### config.mk
export PLATFORM = sky130hd
export DESIGN_NAME = smb_ctrl
export DESIGN_NICKNAME = d
export VERILOG_FILES = /design/src/smb_pkg.sv /design/src/smb_ctrl.sv /design/src/smb_sync.sv
export SDC_FILE = /design/constraint.sdc
export NUM_CORES = 1
export LEC_CHECK = 0
export BUFFER_PORTS_ARGS = -buffer_cell sky130_fd_sc_hd__buf_4
export CAP_MARGIN = 20
export CORE_MARGIN = 4
export CORE_UTILIZATION = 45
export CTS_CLUSTER_DIAMETER = 150
export DETAILED_ROUTE_END_ITERATION = 16
export GPL_TIMING_DRIVEN = 0
export MAX_ROUTING_LAYER = met4
export PLACE_DENSITY = 0.77
export RECOVER_POWER = 50
export SLEW_MARGIN = 20
export SYNTH_ARGS = -nofsm -noshare
export SYNTH_HDL_FRONTEND = slang
export SYNTH_SLANG_ARGS = --single-unit
### constraint.sdc
create_clock -name mclk_in -period 2.2 [get_ports mclk_in]
set_clock_uncertainty 0.2 [all_clocks]
set_input_delay 0 -clock mclk_in [delete_from_list [all_inputs] [get_ports mclk_in]]
set_output_delay 0 -clock mclk_in [all_outputs]
set_load 0.03 [all_outputs]
### src/smb_pkg.sv
package smb_pkg;
    // ==================================================================
    // register map (byte addresses inside the block window)
    // ==================================================================
    localparam int          SMB_ADDR_W          = 12;
    localparam logic [11:0] SMB_MODE_CTRL_OFS   = 12'h000; // mode control
    localparam logic [11:0] SMB_BOOT_STRAP_OFS  = 12'h004; // strap status
    localparam logic [11:0] SMB_DBG_TARGET_OFS  = 12'h008; // debug target
    localparam logic [11:0] SMB_DBG_STATUS_OFS  = 12'h00c; // debug status

    // full system addresses of the mode control word, per master
    localparam logic [31:0] SMB_MODE_CTRL_MCU_ADDR  = 32'hfff0_a000;
    localparam logic [31:0] SMB_MODE_CTRL_CPU_ADDR  = 32'h4020_a000;

    // ==================================================================
    // field positions
    // ==================================================================
    localparam int SMB_MODE_SEL_LSB    = 0;   // mode-select field [2:0]
    localparam int SMB_MODE_STATE_LSB  = 4;   // current mode [5:4]
    localparam int SMB_STRAP_MEM_BIT   = 0;   // memory boot strap
    localparam int SMB_STRAP_UFS_BIT   = 1;   // flash-kind strap
    localparam int SMB_STRAP_TEST_BIT  = 2;   // test strap
    localparam int SMB_STRAP_FLOW_LSB  = 4;   // decoded boot flow [5:4]

    // ==================================================================
    // reset values
    // ==================================================================
    localparam logic [2:0] SMB_MODE_SEL_RST   = 3'h2;  // slow mode
    localparam logic [7:0] SMB_DBG_TARGET_RST = 8'h00;

    // debug mux select codes
    localparam logic [1:0] SMB_DBG_SEL_CPU = 2'h1;
    localparam logic [1:0] SMB_DBG_SEL_REG = 2'h0;

    // ==================================================================
    // enumerations
    // ==================================================================
    typedef enum logic [1:0] {
        SMB_SLEEP,
        SMB_DOZE,
        SMB_SLOW,
        SMB_NORMAL
    } smb_mode_type;

    typedef enum logic [1:0] {
        SMB_FLOW_USB,
        SMB_FLOW_EMMC,
        SMB_FLOW_UFS
    } smb_flow_type;
endpackage : smb_pkg

### src/smb_ctrl.sv
module smb_ctrl
    import smb_pkg::*;
(
    input  wire logic                        mclk_in,     // system clock
    input  wire logic                        reset_n_in,  // power-on reset
    input  wire logic                        glb_rst_in,  // global reset pulse
    // register port
    input  wire logic [smb_pkg::SMB_ADDR_W-1:0] addr_in,  // byte address
    input  wire logic [31:0]                 wdata_in,    // write data
    input  wire logic                        wr_in,       // write strobe
    input  wire logic                        rd_in,       // read strobe
    output logic      [31:0]                 rdata_out,   // read data
    // straps and debug select pins
    input  wire logic                        strap_mem_in,  // memory boot pin
    input  wire logic                        strap_ufs_in,  // flash-kind pin
    input  wire logic                        strap_test_in, // test pin
    input  wire logic                        debug_mux_select_hi_in, // sel hi
    input  wire logic                        debug_mux_select_lo_in, // sel lo
    // external test access pins
    input  wire logic                        jtck_in,     // test clock pin
    input  wire logic                        jtms_in,     // mode select pin
    input  wire logic                        jtdi_in,     // data in pin
    input  wire logic                        jtrst_n_in,  // test reset pin
    output logic                             jtdo_out,    // data out pin
    output logic                             jtdo_oe_out, // data out enable
    // cpu debug port
    output logic                             cpu_tck_out,   // cpu test clock
    output logic                             cpu_tms_out,   // cpu mode sel
    output logic                             cpu_tdi_out,   // cpu data in
    output logic                             cpu_trst_n_out,// cpu test reset
    input  wire logic                        cpu_tdo_in,    // cpu data out
    // register-selected debug target
    output logic                             tgt_tck_out,   // target clock
    output logic                             tgt_tms_out,   // target mode sel
    output logic                             tgt_tdi_out,   // target data in
    output logic                             tgt_trst_n_out,// target reset
    input  wire logic                        tgt_tdo_in,    // target data out
    output logic      [7:0]                  debug_target_select_out, // id
    // mode outputs
    output logic      [1:0]                  mode_out,      // current mode
    output logic      [1:0]                  boot_flow_out  // decoded flow
);
    // ==================================================================
    // declarations
    // ==================================================================
    smb_mode_type mode_reg;                         // current mode
    smb_mode_type mode_next;                        // next mode
    logic [2:0]   mode_sel_reg;                     // last written field
    logic [7:0]   dbg_target_reg;                   // debug target id
    logic [2:0]   strap_sync;                       // resynced straps
    logic [2:0]   strap_reg;                        // straps latched at boot
    logic         strap_done_reg;                   // straps captured
    logic [1:0]   dbg_sel_sync;                     // resynced selects
    logic [5:0]   jtag_sync;                        // resynced jtag lines
    logic [31:0]  rdata_next;                       // read mux

    // ==================================================================
    // mode field decode
    // ==================================================================
    function automatic smb_mode_type smb_decode_mode(input logic [2:0] f);
        smb_mode_type m;
        m = SMB_SLOW;
        if (f[2])
            m = SMB_NORMAL;
        else if (f[1])
            m = SMB_SLOW;
        else if (f[0])
            m = SMB_DOZE;
        else
            m = SMB_SLEEP;
        return m;
    endfunction : smb_decode_mode

    // ==================================================================
    // register decode
    // ==================================================================
    wire hit_mode   = (addr_in == SMB_MODE_CTRL_OFS);
    wire hit_strap  = (addr_in == SMB_BOOT_STRAP_OFS);
    wire hit_target = (addr_in == SMB_DBG_TARGET_OFS);
    wire hit_dbgst  = (addr_in == SMB_DBG_STATUS_OFS);
    wire wr_mode    = wr_in && hit_mode;
    wire wr_target  = wr_in && hit_target;

    // ==================================================================
    // synchronisers for pins
    // ==================================================================
    smb_sync #(.WIDTH(3)) u_strap_sync (
        .mclk_in    (mclk_in),
        .reset_n_in (reset_n_in),
        .async_in   ({strap_test_in, strap_ufs_in, strap_mem_in}),
        .sync_out   (strap_sync)
    );

    smb_sync #(.WIDTH(2)) u_sel_sync (
        .mclk_in    (mclk_in),
        .reset_n_in (reset_n_in),
        .async_in   ({debug_mux_select_hi_in, debug_mux_select_lo_in}),
        .sync_out   (dbg_sel_sync)
    );

    smb_sync #(.WIDTH(6)) u_jtag_sync (
        .mclk_in    (mclk_in),
        .reset_n_in (reset_n_in),
        .async_in   ({jtck_in, jtms_in, jtdi_in, jtrst_n_in,
                      cpu_tdo_in, tgt_tdo_in}),
        .sync_out   (jtag_sync)
    );

    // ==================================================================
    // mode state machine
    // ==================================================================
    // global reset wins over a write in the same cycle
    always_comb begin
        mode_next = mode_reg;
        if (glb_rst_in)
            mode_next = SMB_SLOW;
        else if (wr_mode)
            mode_next = smb_decode_mode(wdata_in[2:0]);
    end

    // state register, slow after power-on
    always_ff @(posedge mclk_in or negedge reset_n_in) begin
        if (!reset_n_in) begin
            mode_reg     <= SMB_SLOW;
            mode_sel_reg <= SMB_MODE_SEL_RST;
        end else begin
            mode_reg <= mode_next;
            if (glb_rst_in)
                mode_sel_reg <= SMB_MODE_SEL_RST;
            else if (wr_mode)
                mode_sel_reg <= wdata_in[2:0];
        end
    end

    // ==================================================================
    // boot straps: caught once after reset release
    // ==================================================================
    // the sync chain needs two edges, so latch on the third
    logic [1:0] strap_wait_reg;                     // settle counter
    always_ff @(posedge mclk_in or negedge reset_n_in) begin
        if (!reset_n_in) begin
            strap_wait_reg <= 2'h0;
            strap_done_reg <= 1'b0;
            strap_reg      <= 3'h0;
        end else if (!strap_done_reg) begin
            if (strap_wait_reg == 2'h2) begin
                strap_reg      <= strap_sync;
                strap_done_reg <= 1'b1;
            end else begin
                strap_wait_reg <= strap_wait_reg + 2'h1;
            end
        end
    end

    // decoded boot flow for the boot code
    wire [1:0] flow_w = !strap_reg[SMB_STRAP_MEM_BIT] ? SMB_FLOW_USB :
                        strap_reg[SMB_STRAP_UFS_BIT]  ? SMB_FLOW_UFS :
                                                        SMB_FLOW_EMMC;

    // ==================================================================
    // debug target register
    // ==================================================================
    always_ff @(posedge mclk_in or negedge reset_n_in) begin
        if (!reset_n_in)
            dbg_target_reg <= SMB_DBG_TARGET_RST;
        else if (wr_target)
            dbg_target_reg <= wdata_in[7:0];
    end

    // ==================================================================
    // debug pin routing; pins pass two sync flops and an output flop in protocol order
    // ==================================================================
    wire route_cpu = (dbg_sel_sync == SMB_DBG_SEL_CPU);
    wire route_tgt = (dbg_sel_sync == SMB_DBG_SEL_REG);
    wire j_tck   = jtag_sync[5];
    wire j_tms   = jtag_sync[4];
    wire j_tdi   = jtag_sync[3];
    wire j_trstn = jtag_sync[2];
    wire c_tdo   = jtag_sync[1];
    wire t_tdo   = jtag_sync[0];

    // register the routed lines; idle lines park in test reset
    always_ff @(posedge mclk_in or negedge reset_n_in) begin
        if (!reset_n_in) begin
            cpu_tck_out    <= 1'b0;
            cpu_tms_out    <= 1'b1;
            cpu_tdi_out    <= 1'b1;
            cpu_trst_n_out <= 1'b0;
            tgt_tck_out    <= 1'b0;
            tgt_tms_out    <= 1'b1;
            tgt_tdi_out    <= 1'b1;
            tgt_trst_n_out <= 1'b0;
            jtdo_out       <= 1'b0;
            jtdo_oe_out    <= 1'b0;
        end else begin
            cpu_tck_out    <= route_cpu & j_tck;
            cpu_tms_out    <= route_cpu ? j_tms : 1'b1;
            cpu_tdi_out    <= route_cpu ? j_tdi : 1'b1;
            cpu_trst_n_out <= route_cpu & j_trstn;
            tgt_tck_out    <= route_tgt & j_tck;
            tgt_tms_out    <= route_tgt ? j_tms : 1'b1;
            tgt_tdi_out    <= route_tgt ? j_tdi : 1'b1;
            tgt_trst_n_out <= route_tgt & j_trstn;
            jtdo_out       <= route_cpu ? c_tdo : (route_tgt & t_tdo);
            jtdo_oe_out    <= route_cpu | route_tgt;
        end
    end

    // ==================================================================
    // read mux; unmapped addresses read zero
    // ==================================================================
    always_comb begin
        rdata_next = 32'h0000_0000;
        if (hit_mode) begin
            rdata_next[2:0] = mode_sel_reg;
            rdata_next[5:4] = mode_reg;
        end else if (hit_strap) begin
            rdata_next[2:0] = strap_reg;
            rdata_next[5:4] = flow_w;
        end else if (hit_target) begin
            rdata_next[7:0] = dbg_target_reg;
        end else if (hit_dbgst) begin
            rdata_next[1:0] = dbg_sel_sync;
        end
    end

    // read data stand only in the cycle after the strobe
    always_ff @(posedge mclk_in or negedge reset_n_in) begin
        if (!reset_n_in) begin
            rdata_out               <= 32'h0000_0000;
            mode_out                <= SMB_SLOW;
            boot_flow_out           <= 2'h0;
            debug_target_select_out <= SMB_DBG_TARGET_RST;
        end else begin
            rdata_out               <= rd_in ? rdata_next : 32'h0000_0000;
            mode_out                <= mode_next;
            boot_flow_out           <= flow_w;
            debug_target_select_out <= dbg_target_reg;
        end
    end
endmodule : smb_ctrl

### src/smb_sync.sv
module smb_sync #(
    parameter int WIDTH = 1                         // bits to resync
) (
    input  wire logic             mclk_in,          // system clock
    input  wire logic             reset_n_in,       // async reset, low
    input  wire logic [WIDTH-1:0] async_in,         // raw pin levels
    output logic      [WIDTH-1:0] sync_out          // resynced levels
);
    // ==================================================================
    // two-flop synchroniser; first stage feeds only the second
    // ==================================================================
    logic [WIDTH-1:0] meta_reg;                     // first stage

    // capture pins through two stages
    always_ff @(posedge mclk_in or negedge reset_n_in) begin
        if (!reset_n_in) begin
            meta_reg <= '0;
            sync_out <= '0;
        end else begin
            meta_reg <= async_in;
            sync_out <= meta_reg;
        end
    end
endmodule : smb_sync
After elaboration in Yosys (flattened, before gate mapping)

Cells that the tools add are included.

Memory bits (writable): 0
Output and inout port bits: 54
Bits in latches: 0
Bits of input ports: 60
Word-level logic and storage cells: 74
Memories kept: 0
Bits in registers: 69
Memory bits (read-only): 0

Magnitude comparators: 0
$add $sub $neg: 1
Reductions and logical operators: 7
Multipliers: 0
Muxes and demuxes: 28
Bitwise logic cells: 8
Div/mod/pow operators: 0
Eq/ne operators: 5
Shifts and indexed selects: 0

Operators with widths:

| operator            | count |
|---|---|
| $eq 12x4->1 const B | 2 |
| $mux 2              | 12 |
| $eq 12x3->1 const B | 1 |
| $logic_not 12->1    | 1 |
| $mux 3              | 4 |
| $mux 1              | 10 |
| $mux 8              | 1 |
| $mux 6              | 1 |
| $and 1x1->1         | 5 |
| $reduce_and 2->1    | 2 |
| $add 2x1->2 const B | 1 |
| $eq 2x1->1 const B  | 1 |
| $eq 2x2->1 const B  | 1 |
| $logic_and 1x1->1   | 2 |
| $logic_not 2->1     | 1 |
| $not 1->1           | 2 |
| $reduce_bool 2->1   | 1 |
| $or 1x1->1          | 1 |

Longest topological paths before layout

Gate-level depths: netlist (run 1).

Word-level depth: 6
Depth in mapped cells: 6
Depth with buffers taken out: 5

Modules after synthesis

From an unflattened synthesis (run 1), not the netlist that was laid out.

Cell total of the unflattened synthesis: 181
Area total of the unflattened synthesis: 2596.2 µm²

By module, submodules not included:

| module                   | area each (µm²) | times used | cells an instance | seq. area each (µm²) |
|---|---|---|---|---|
| smb_ctrl                 | 2045.7          | 1          | 159               | 1183.6 |
| smb_sync at u_jtag_sync  | 300.3           | 1          | 12                | 300.3 |
| smb_sync at u_strap_sync | 150.1           | 1          | 6                 | 150.1 |
| smb_sync at u_sel_sync   | 100.1           | 1          | 4                 | 100.1 |

Least setup slack after synthesis (run 1)

OpenSTA, ideal clock, no wires.

Kind: flip-flop to flip-flop
From: reg strap_wait_reg[0]
To: reg strap_reg[0]
Data required time: 1875 ps
Setup time: 125 ps
Path slack: 760 ps
Arrival: 1115 ps
Cell stages (with the launch flop): 5
Buffers on the path: 0
Period minus slack after synthesis: 1440 ps
Cells stage by stage: dfrtp_1 inv_1 ha_1 nor2b_1 mux2_2

Word-level cells in the longest chain between the ends: 2

Ends and longest elaborated chain:

| item                       | RTL line        | RTL |
|---|---|---|
| start: declaration         | smb_ctrl.sv:139 | `logic [1:0] strap_wait_reg;` |
| start signal: assignment   | smb_ctrl.sv:150 | `strap_wait_reg <= strap_wait_reg + 2'h1;` |
| $eq 2x2->1                 | smb_ctrl.sv:146 | `if (strap_wait_reg == 2'h2) begin` |
| $reduce_and 2->1 (no line) | -               |  |
| end signal: assignment     | smb_ctrl.sv:147 | `strap_reg <= strap_sync;` |
| end: declaration           | smb_ctrl.sv:51  | `logic [2:0] strap_reg;` |

No other way between the ends.
A chain may end at the register's enable or synchronous reset.

Final worst setup path (run 1)

From: in addr_in[8] in the netlist's numbering
To: reg dbg_target_reg[7]

Word-level cells in the longest chain between the ends: 2

Ends and longest elaborated chain:

| item                   | RTL line        | RTL |
|---|---|---|
| start: declaration     | smb_ctrl.sv:8   | `input wire logic [smb_pkg::SMB_ADDR_W-1:0] addr_in,` |
| $eq 12x4->1            | smb_ctrl.sv:79  | `wire hit_target = (addr_in == SMB_DBG_TARGET_OFS);` |
| $logic_and 1x1->1      | smb_ctrl.sv:82  | `wire wr_target = wr_in && hit_target;` |
| end signal: assignment | smb_ctrl.sv:167 | `dbg_target_reg <= wdata_in[7:0];` |
| end: declaration       | smb_ctrl.sv:49  | `logic [7:0] dbg_target_reg;` |

No other way between the ends.

==> results of run 1 <==
==> stage by stage <==
stage / hold WS (ps) / std cells / utilization (%) / worst slack [ps] / total power [uW]
after floorplan: -496 / 202 / - / 760 / 1490
after global placement: -90.1 / 336 / 58.4 / 701 / 1590
after detailed placement: -89.4 / 336 / 58.4 / 664 / 1590
after CTS: 29.7 / 389 / 68.7 / 67.8 / 2610
after global routing: 41.1 / 389 / 67.0 / 4.62 / 2680
final: 43.7 / 389 / 67.0 / 51.7 / 2570
==> worst register-to-register path, stage by stage (launching register included) <==
cell	delay (ps)
dfstp_2	540
nand2b_1	50
a21o_1	170
dlygate4sd3_1	550
a21oi_1	120
==> layer usage <==
metal	vias to the layer above	wire length [microns]
met2	68	2490
met3	9	342
li1	817	-
met5	-	0
met1	810	2120
met4	0	99
==> power breakdown <==
group          leakage, uW  internal, uW  total (uW)  switching (uW)
clock            0.0000950           516         974             458
combinational     0.000856           126         278             151
sequential        0.000867          1300        1320            16.2
==> timing repair <==
| item | CTS | global route |
|---|---|---|
| hold buffers | 38 | 0 |
| endpoints found under the hold margin | 95 | 0 |
| setup buffers | 0 | 0 |
| endpoints found under the setup margin | 0 | 1 |
==> kinds of logic after synthesis <==
family                   after synthesis
multiplexers                          20
buffers and inverters                 31
AO/OA/AOI/OAI                          7
other                                  1
AND/OR/NAND/NOR                       49
adder cells (fa/ha/maj)                1
flip-flops                            69
XOR/XNOR                               1
==> layout by cell type, fill, tap and decap left out, types with 5 or more instances in the layout <==
master | Yosys | layout
dlygate4sd3_1 | 0 | 38
nand2b_1 | 9 | 9
dfstp_2 | 6 | 6
mux2i_1 | 7 | 7
buf_4 | 24 | 49
clkbuf_8 | 0 | 9
dfrtp_1 | 63 | 63
clkbuf_4 | 0 | 11
nor2b_1 | 5 | 5
mux2_2 | 10 | 10
clkbuf_1 | 1 | 26
conb_1 | 1 | 24
nor2_1 | 5 | 5
==> area by class of cell <==
type | count | area, sq um
plain buffers | 29 | 203
well taps | 72 | 90.1
inverters | 2 | 7.51
clock buffers | 9 | 124
flip-flops and latches | 69 | 1730
fillers | 456 | 1830
repair buffers | 100 | 749
multi-input cells | 102 | 738
clock inverters | 6 | 65.1
==> worst paths after layout <==
check / startpoint / to / slack, ps / cells past startpoint
worst max-delay path: addr_in[8] / dbg_target_reg[7] / 50 / 6
worst min-delay path: addr_in[9] / rdata_out[0] / 40 / 4
worst max register to register: mode_out[1] / rdata_out[5] / 480 / 4
worst min register to register: u_strap_sync.meta_reg[0] / u_strap_sync.sync_out[0] / 150 / 0
max in group asynchronous: reset_n_in / strap_reg[1] / 400 / 2
min in group asynchronous: reset_n_in / debug_target_select_out[1] / 430 / 2
==> reports/results.ini, run 1 <==
[timing]
min_period_ps = 2150
rsz0062_at_grt = false
period_share_pct = 97.6
fmaxAchievable_ghz = 0.465
finalSetupViolations = 0
final_max_slew_viol_count = 70
timing.slew.headroom_pct = -8.97
hold_violations = 0
setup_tns_ps = 0
tightest_slew_ps = 1630

[clock_tree]
cts-root-buf = clkbuf_8
cts_max_level = 3
clk_pin_slew_ps = 70
ctsLongestPathBuffers = 2
cts_resized = 0
numCtsBuffers = 9
cts_sinks = 69
tritoncts = done
clk-insertion-delay-late_ps = 330

[floorplanning]
std_cell_rows = 27
core_region_area_sq_um = 5540
ios = 114
dieArea_sq_um = 7050
dieHeight_microns = 84.0
die_x_microns = 84.0
initial_core_util_pct = 46.9

[status]
violations = max-capacitance violations, max-slew violations
outcome = finished with violations

[setup_path]
critical_path.endpoint_type = flip-flop
critPathKind = primary input to flip-flop
cp.arrival_ps = 2160
cp_slowest_cell = dlygate4sd3_1
cp_max_fo = 8
crit_buf_inv = 3
required_ps = 2210
slowest_delay_ps = 560
path_cells = dlygate4sd3_1 > buf_4 > nor4_4 > nand4_4 > mux2_4 > dlygate4sd3_1
worst_path_dominant_cell_family = buffers and inverters
path_common_cell = dlygate4sd3_1
startpoint_type = primary input

[run]
cap_violations = 1

[yosys]
syn_area_sq_um = 2600
synth_xor_area_share_pct = 0.337
yosysWarnings = 0
syn_avg_cell_area_sq_um = 14.5
synth_ff_type = dfrtp_1
synth_most_common_cell = dfrtp_1
synth_top_family_by_area = simple AND/OR/NAND/NOR gates
ys_seq_elements = 69
ys_seq_area_share_pct = 66.8
yosys.area_share.simple_pct = 13.2
synth_area_leader_cell = dfrtp_1
yosys-top-cells-count = dfrtp_1, buf_4, mux2_2
syn_inst = 179
ys_types = 35
synth_edf_count = 0
async_flop_share_pct = 100
synthMuxAreaShare_pct = 9.35
synth_compound_area_share_pct = 1.64
synth_area_leaders = dfrtp_1, buf_4, dfstp_2
yosysTopAreaCellShare_pct = 60.7
synth-adder-area-share_pct = 0.482

[global_route]
grt_pass1_wl_microns = 8720
first_global_vias = 1792
grt_usage_pct = 16.2
grt_max_degree = 70
use_met1_pct = 20.0
use_met3_pct = 4.15
top_usage_layer = met2
use_met2_pct = 25.0
overflow = 0
grt_antenna_before_repair = 0

[finish]
stdcell_area_sq_um = 3710
final_nets = 374
diodes = 0
drive_above_1_share_pct = 33.1
syn2layout_area_growth_pct = 42.9

[placed_design]
gp_congestion = 0.728
port_buffers = 62
post-dp-hpwl_microns = 3310
dpl_cell_area_sq_um = 3240

[drt]
firstDrtPassIters = 4
route.detailed.wl_per_inst_microns = 13.0
drtIter0Drc = 46
wl_microns = 5050
antenna_left = 0
via_per_inst = 4.38
drc = 0
route.vias.total = 1704

[hold_path]
hold_path.class = primary input to flip-flop

[power_and_ir_drop]
p_per_area_nw_per_um2 = 693
ir_drop_uv = 591
leakagePower_uw = 0.00182

Note: power is estimated with default switching activity, not from simulation.
==> run 2: changes to the inputs <==
ABC_AREA = 1   (was not set)
PLACE_DENSITY = 0.76   (was 0.77)
==> reports/results.ini, run 2 <==
[global_route]
top_usage_layer = met2
first_global_vias = 2285
grt_pass1_wl_microns = 10800
grt_max_degree = 70
overflow = 0
use_met1_pct = 21.6
grt_usage_pct = 19.9
use_met2_pct = 33.1
use_met3_pct = 5.10
grt_antenna_before_repair = 0

[floorplanning]
initial_core_util_pct = 47.1
dieHeight_microns = 84.6
ios = 114
std_cell_rows = 27
core_region_area_sq_um = 5610
die_x_microns = 84.6
dieArea_sq_um = 7160

[yosys]
ys_seq_elements = 69
async_flop_share_pct = 100
synth_area_leader_cell = dfrtp_1
syn_inst = 239
synth_area_leaders = dfrtp_1, buf_4, dfstp_2
synth_ff_type = dfrtp_1
syn_area_sq_um = 2640
syn_avg_cell_area_sq_um = 11.0
synth_edf_count = 0
synth_most_common_cell = dfrtp_1
yosysTopAreaCellShare_pct = 59.7
yosys-top-cells-count = dfrtp_1, nand2_1, buf_4
ys_seq_area_share_pct = 65.7
ys_types = 27
yosysWarnings = 0

[power_and_ir_drop]
intPower_uw = 1980
switching_share_pct = 26.3
pwr-share-seq_pct = 49.3
comb_power_share_pct = 11.5
ir_drop_uv = 355
p_sw_uw = 707
leakagePower_uw = 0.00206
p_per_area_nw_per_um2 = 669
clkPwrFrac_pct = 39.2

[finish]
diodes = 0
final_nets = 458
fin_util_pct = 71.6
final_common_cell = dfrtp_1
drive_above_1_share_pct = 27.1
syn2layout_area_growth_pct = 52.2
mostFrequentLayoutCells = dfrtp_1, dlygate4sd3_1, buf_4
stdcell_area_sq_um = 4020

[run]
cap_violations = 1

[placed_design]
gp_congestion = 0.870
dpl_cell_area_sq_um = 3300
post-dp-hpwl_microns = 3680
port_buffers = 65

[setup_path]
path_common_cell = dlygate4sd3_1
path_cells = buf_4 > nor2_1 > nand2_2 > nor2_8 > nand2_4 > dlygate4sd3_1 > buf_6 > o21ai_1 > nand2_1 > dlygate4sd3_1
cp_slowest_cell = dlygate4sd3_1
cp.arrival_ps = 2180
required_ps = 2220
startpoint_type = primary input
slowest_delay_ps = 580
critPathKind = primary input to flip-flop
regToRegSetupSlack_ps = 110
cp_max_fo = 10
critical_path.endpoint_type = flip-flop

[clock_tree]
cts_sinks = 69
numCtsBuffers = 9
clk_pin_slew_ps = 70
cts_max_level = 3
clk-insertion-delay-late_ps = 340
ctsLongestPathBuffers = 2
tritoncts = done
cts-root-buf = clkbuf_8

[drt]
antenna_left = 0
firstDrtPassIters = 7
route.detailed.wl_per_inst_microns = 14.4
drtIter0Drc = 165
wl_microns = 6830
route.vias.total = 2185
drc = 0
via_per_inst = 4.61

[timing]
period_share_pct = 98.3
fmaxAchievable_ghz = 0.462
final_max_slew_viol_count = 70
tightest_slew_ps = 1600
min_period_ps = 2160
timing.slew.headroom_pct = -6.80
hold_violations = 0
finalSetupViolations = 0

[status]
outcome = finished with violations
violations = max-capacitance violations, max-slew violations

[hold_path]
hold_path.class = primary input to flip-flop

## run 2: cell count changes in the layout (fill, tap and decap cells not counted), sizes merged, moves of 15 or more
cell,change
inv,+24
nor2,+21
dlygate4sd3,+18
nand2,+38
o21ai,+15
nand3,+16
## run 2: what timing repair did
item / CTS / global route
gates resized for setup: 0 / 7
setup endpoints to repair: 0 / 7
hold buffers: 57 / 0
setup buffers: 0 / 2
hold endpoints to repair: 95 / 0
## run 2: area by class of cell
class                   instances  area, sq um
clock inverters                 7         81.3
repair buffers                124          980
flip-flops and latches         69         1730
plain buffers                  26          203
clock buffers                   9          124
inverters                      24         93.8
multi-input cells             143          712
fillers                       401         1590
well taps                      72         90.1
## run 2: worst max-delay path, delay by kind of cell
family	cells	cell delay, ps
AO/OA/AOI/OAI	1	160
buffers and inverters	4	1410
AND/OR/NAND/NOR	5	600
## run 2: power by group through the flow
| stage | clock [uW] | combinational (uW) | sequential, uW |
|---|---|---|---|
| 2_1_floorplan | 0 | 128 | 1370 |
| 6_report | 1050 | 308 | 1330 |
| 3_5_place_dp | 0 | 259 | 1350 |
| 5_1_grt | 1150 | 334 | 1330 |
| 4_1_cts | 1070 | 309 | 1320 |
| 3_3_place_gp | 0 | 254 | 1350 |
## run 2: cell families after synthesis
family / after synthesis / synth area share [%]
AND/OR/NAND/NOR: 88 / 15.8
multiplexers: 2 / 0.853
XOR/XNOR: 1 / 0.332
AO/OA/AOI/OAI: 27 / 5.64
adder cells (fa/ha/maj): 1 / 0.474
other: 1 / 0.142
buffers and inverters: 50 / 11.1
flip-flops: 69 / 65.7
## run 2: worst paths after layout
path / startpoint / endpoint / cells past startpoint
worst max-delay path: addr_in[7] / dbg_target_reg[5] / 10
worst min-delay path: addr_in[0] / rdata_out[1] / 8
worst max register to register: mode_sel_reg[0] / rdata_out[0] / 4
worst min register to register: u_strap_sync.meta_reg[0] / u_strap_sync.sync_out[0] / 0
max in group asynchronous: reset_n_in / debug_target_select_out[7] / 2
min in group asynchronous: reset_n_in / u_jtag_sync.meta_reg[4] / 2
## run 2: through the flow
| step | hold slack [ps] | setup TNS, ps | setup slack (ps) | cells | total power (uW) |
|---|---|---|---|---|---|
| global placement | -90.3 | 0 | 811 | 399 | 1600 |
| floorplan | -496 | 0 | 858 | 262 | 1500 |
| detailed placement | -89.4 | 0 | 784 | 399 | 1610 |
| CTS | 9.23 | 0 | 48.0 | 472 | 2700 |
| finish | 74.0 | 0 | 37.1 | 474 | 2690 |
| global route | 86.2 | -70.8 | -40.0 | 474 | 2810 |
## run 2: routing by layer
layer | vias up | part of all wire, %
li1 | 1025 | -
met1 | 1025 | 38
met2 | 112 | 51
met3 | 23 | 6.6
met4 | 0 | 3.5
met5 | - | 0
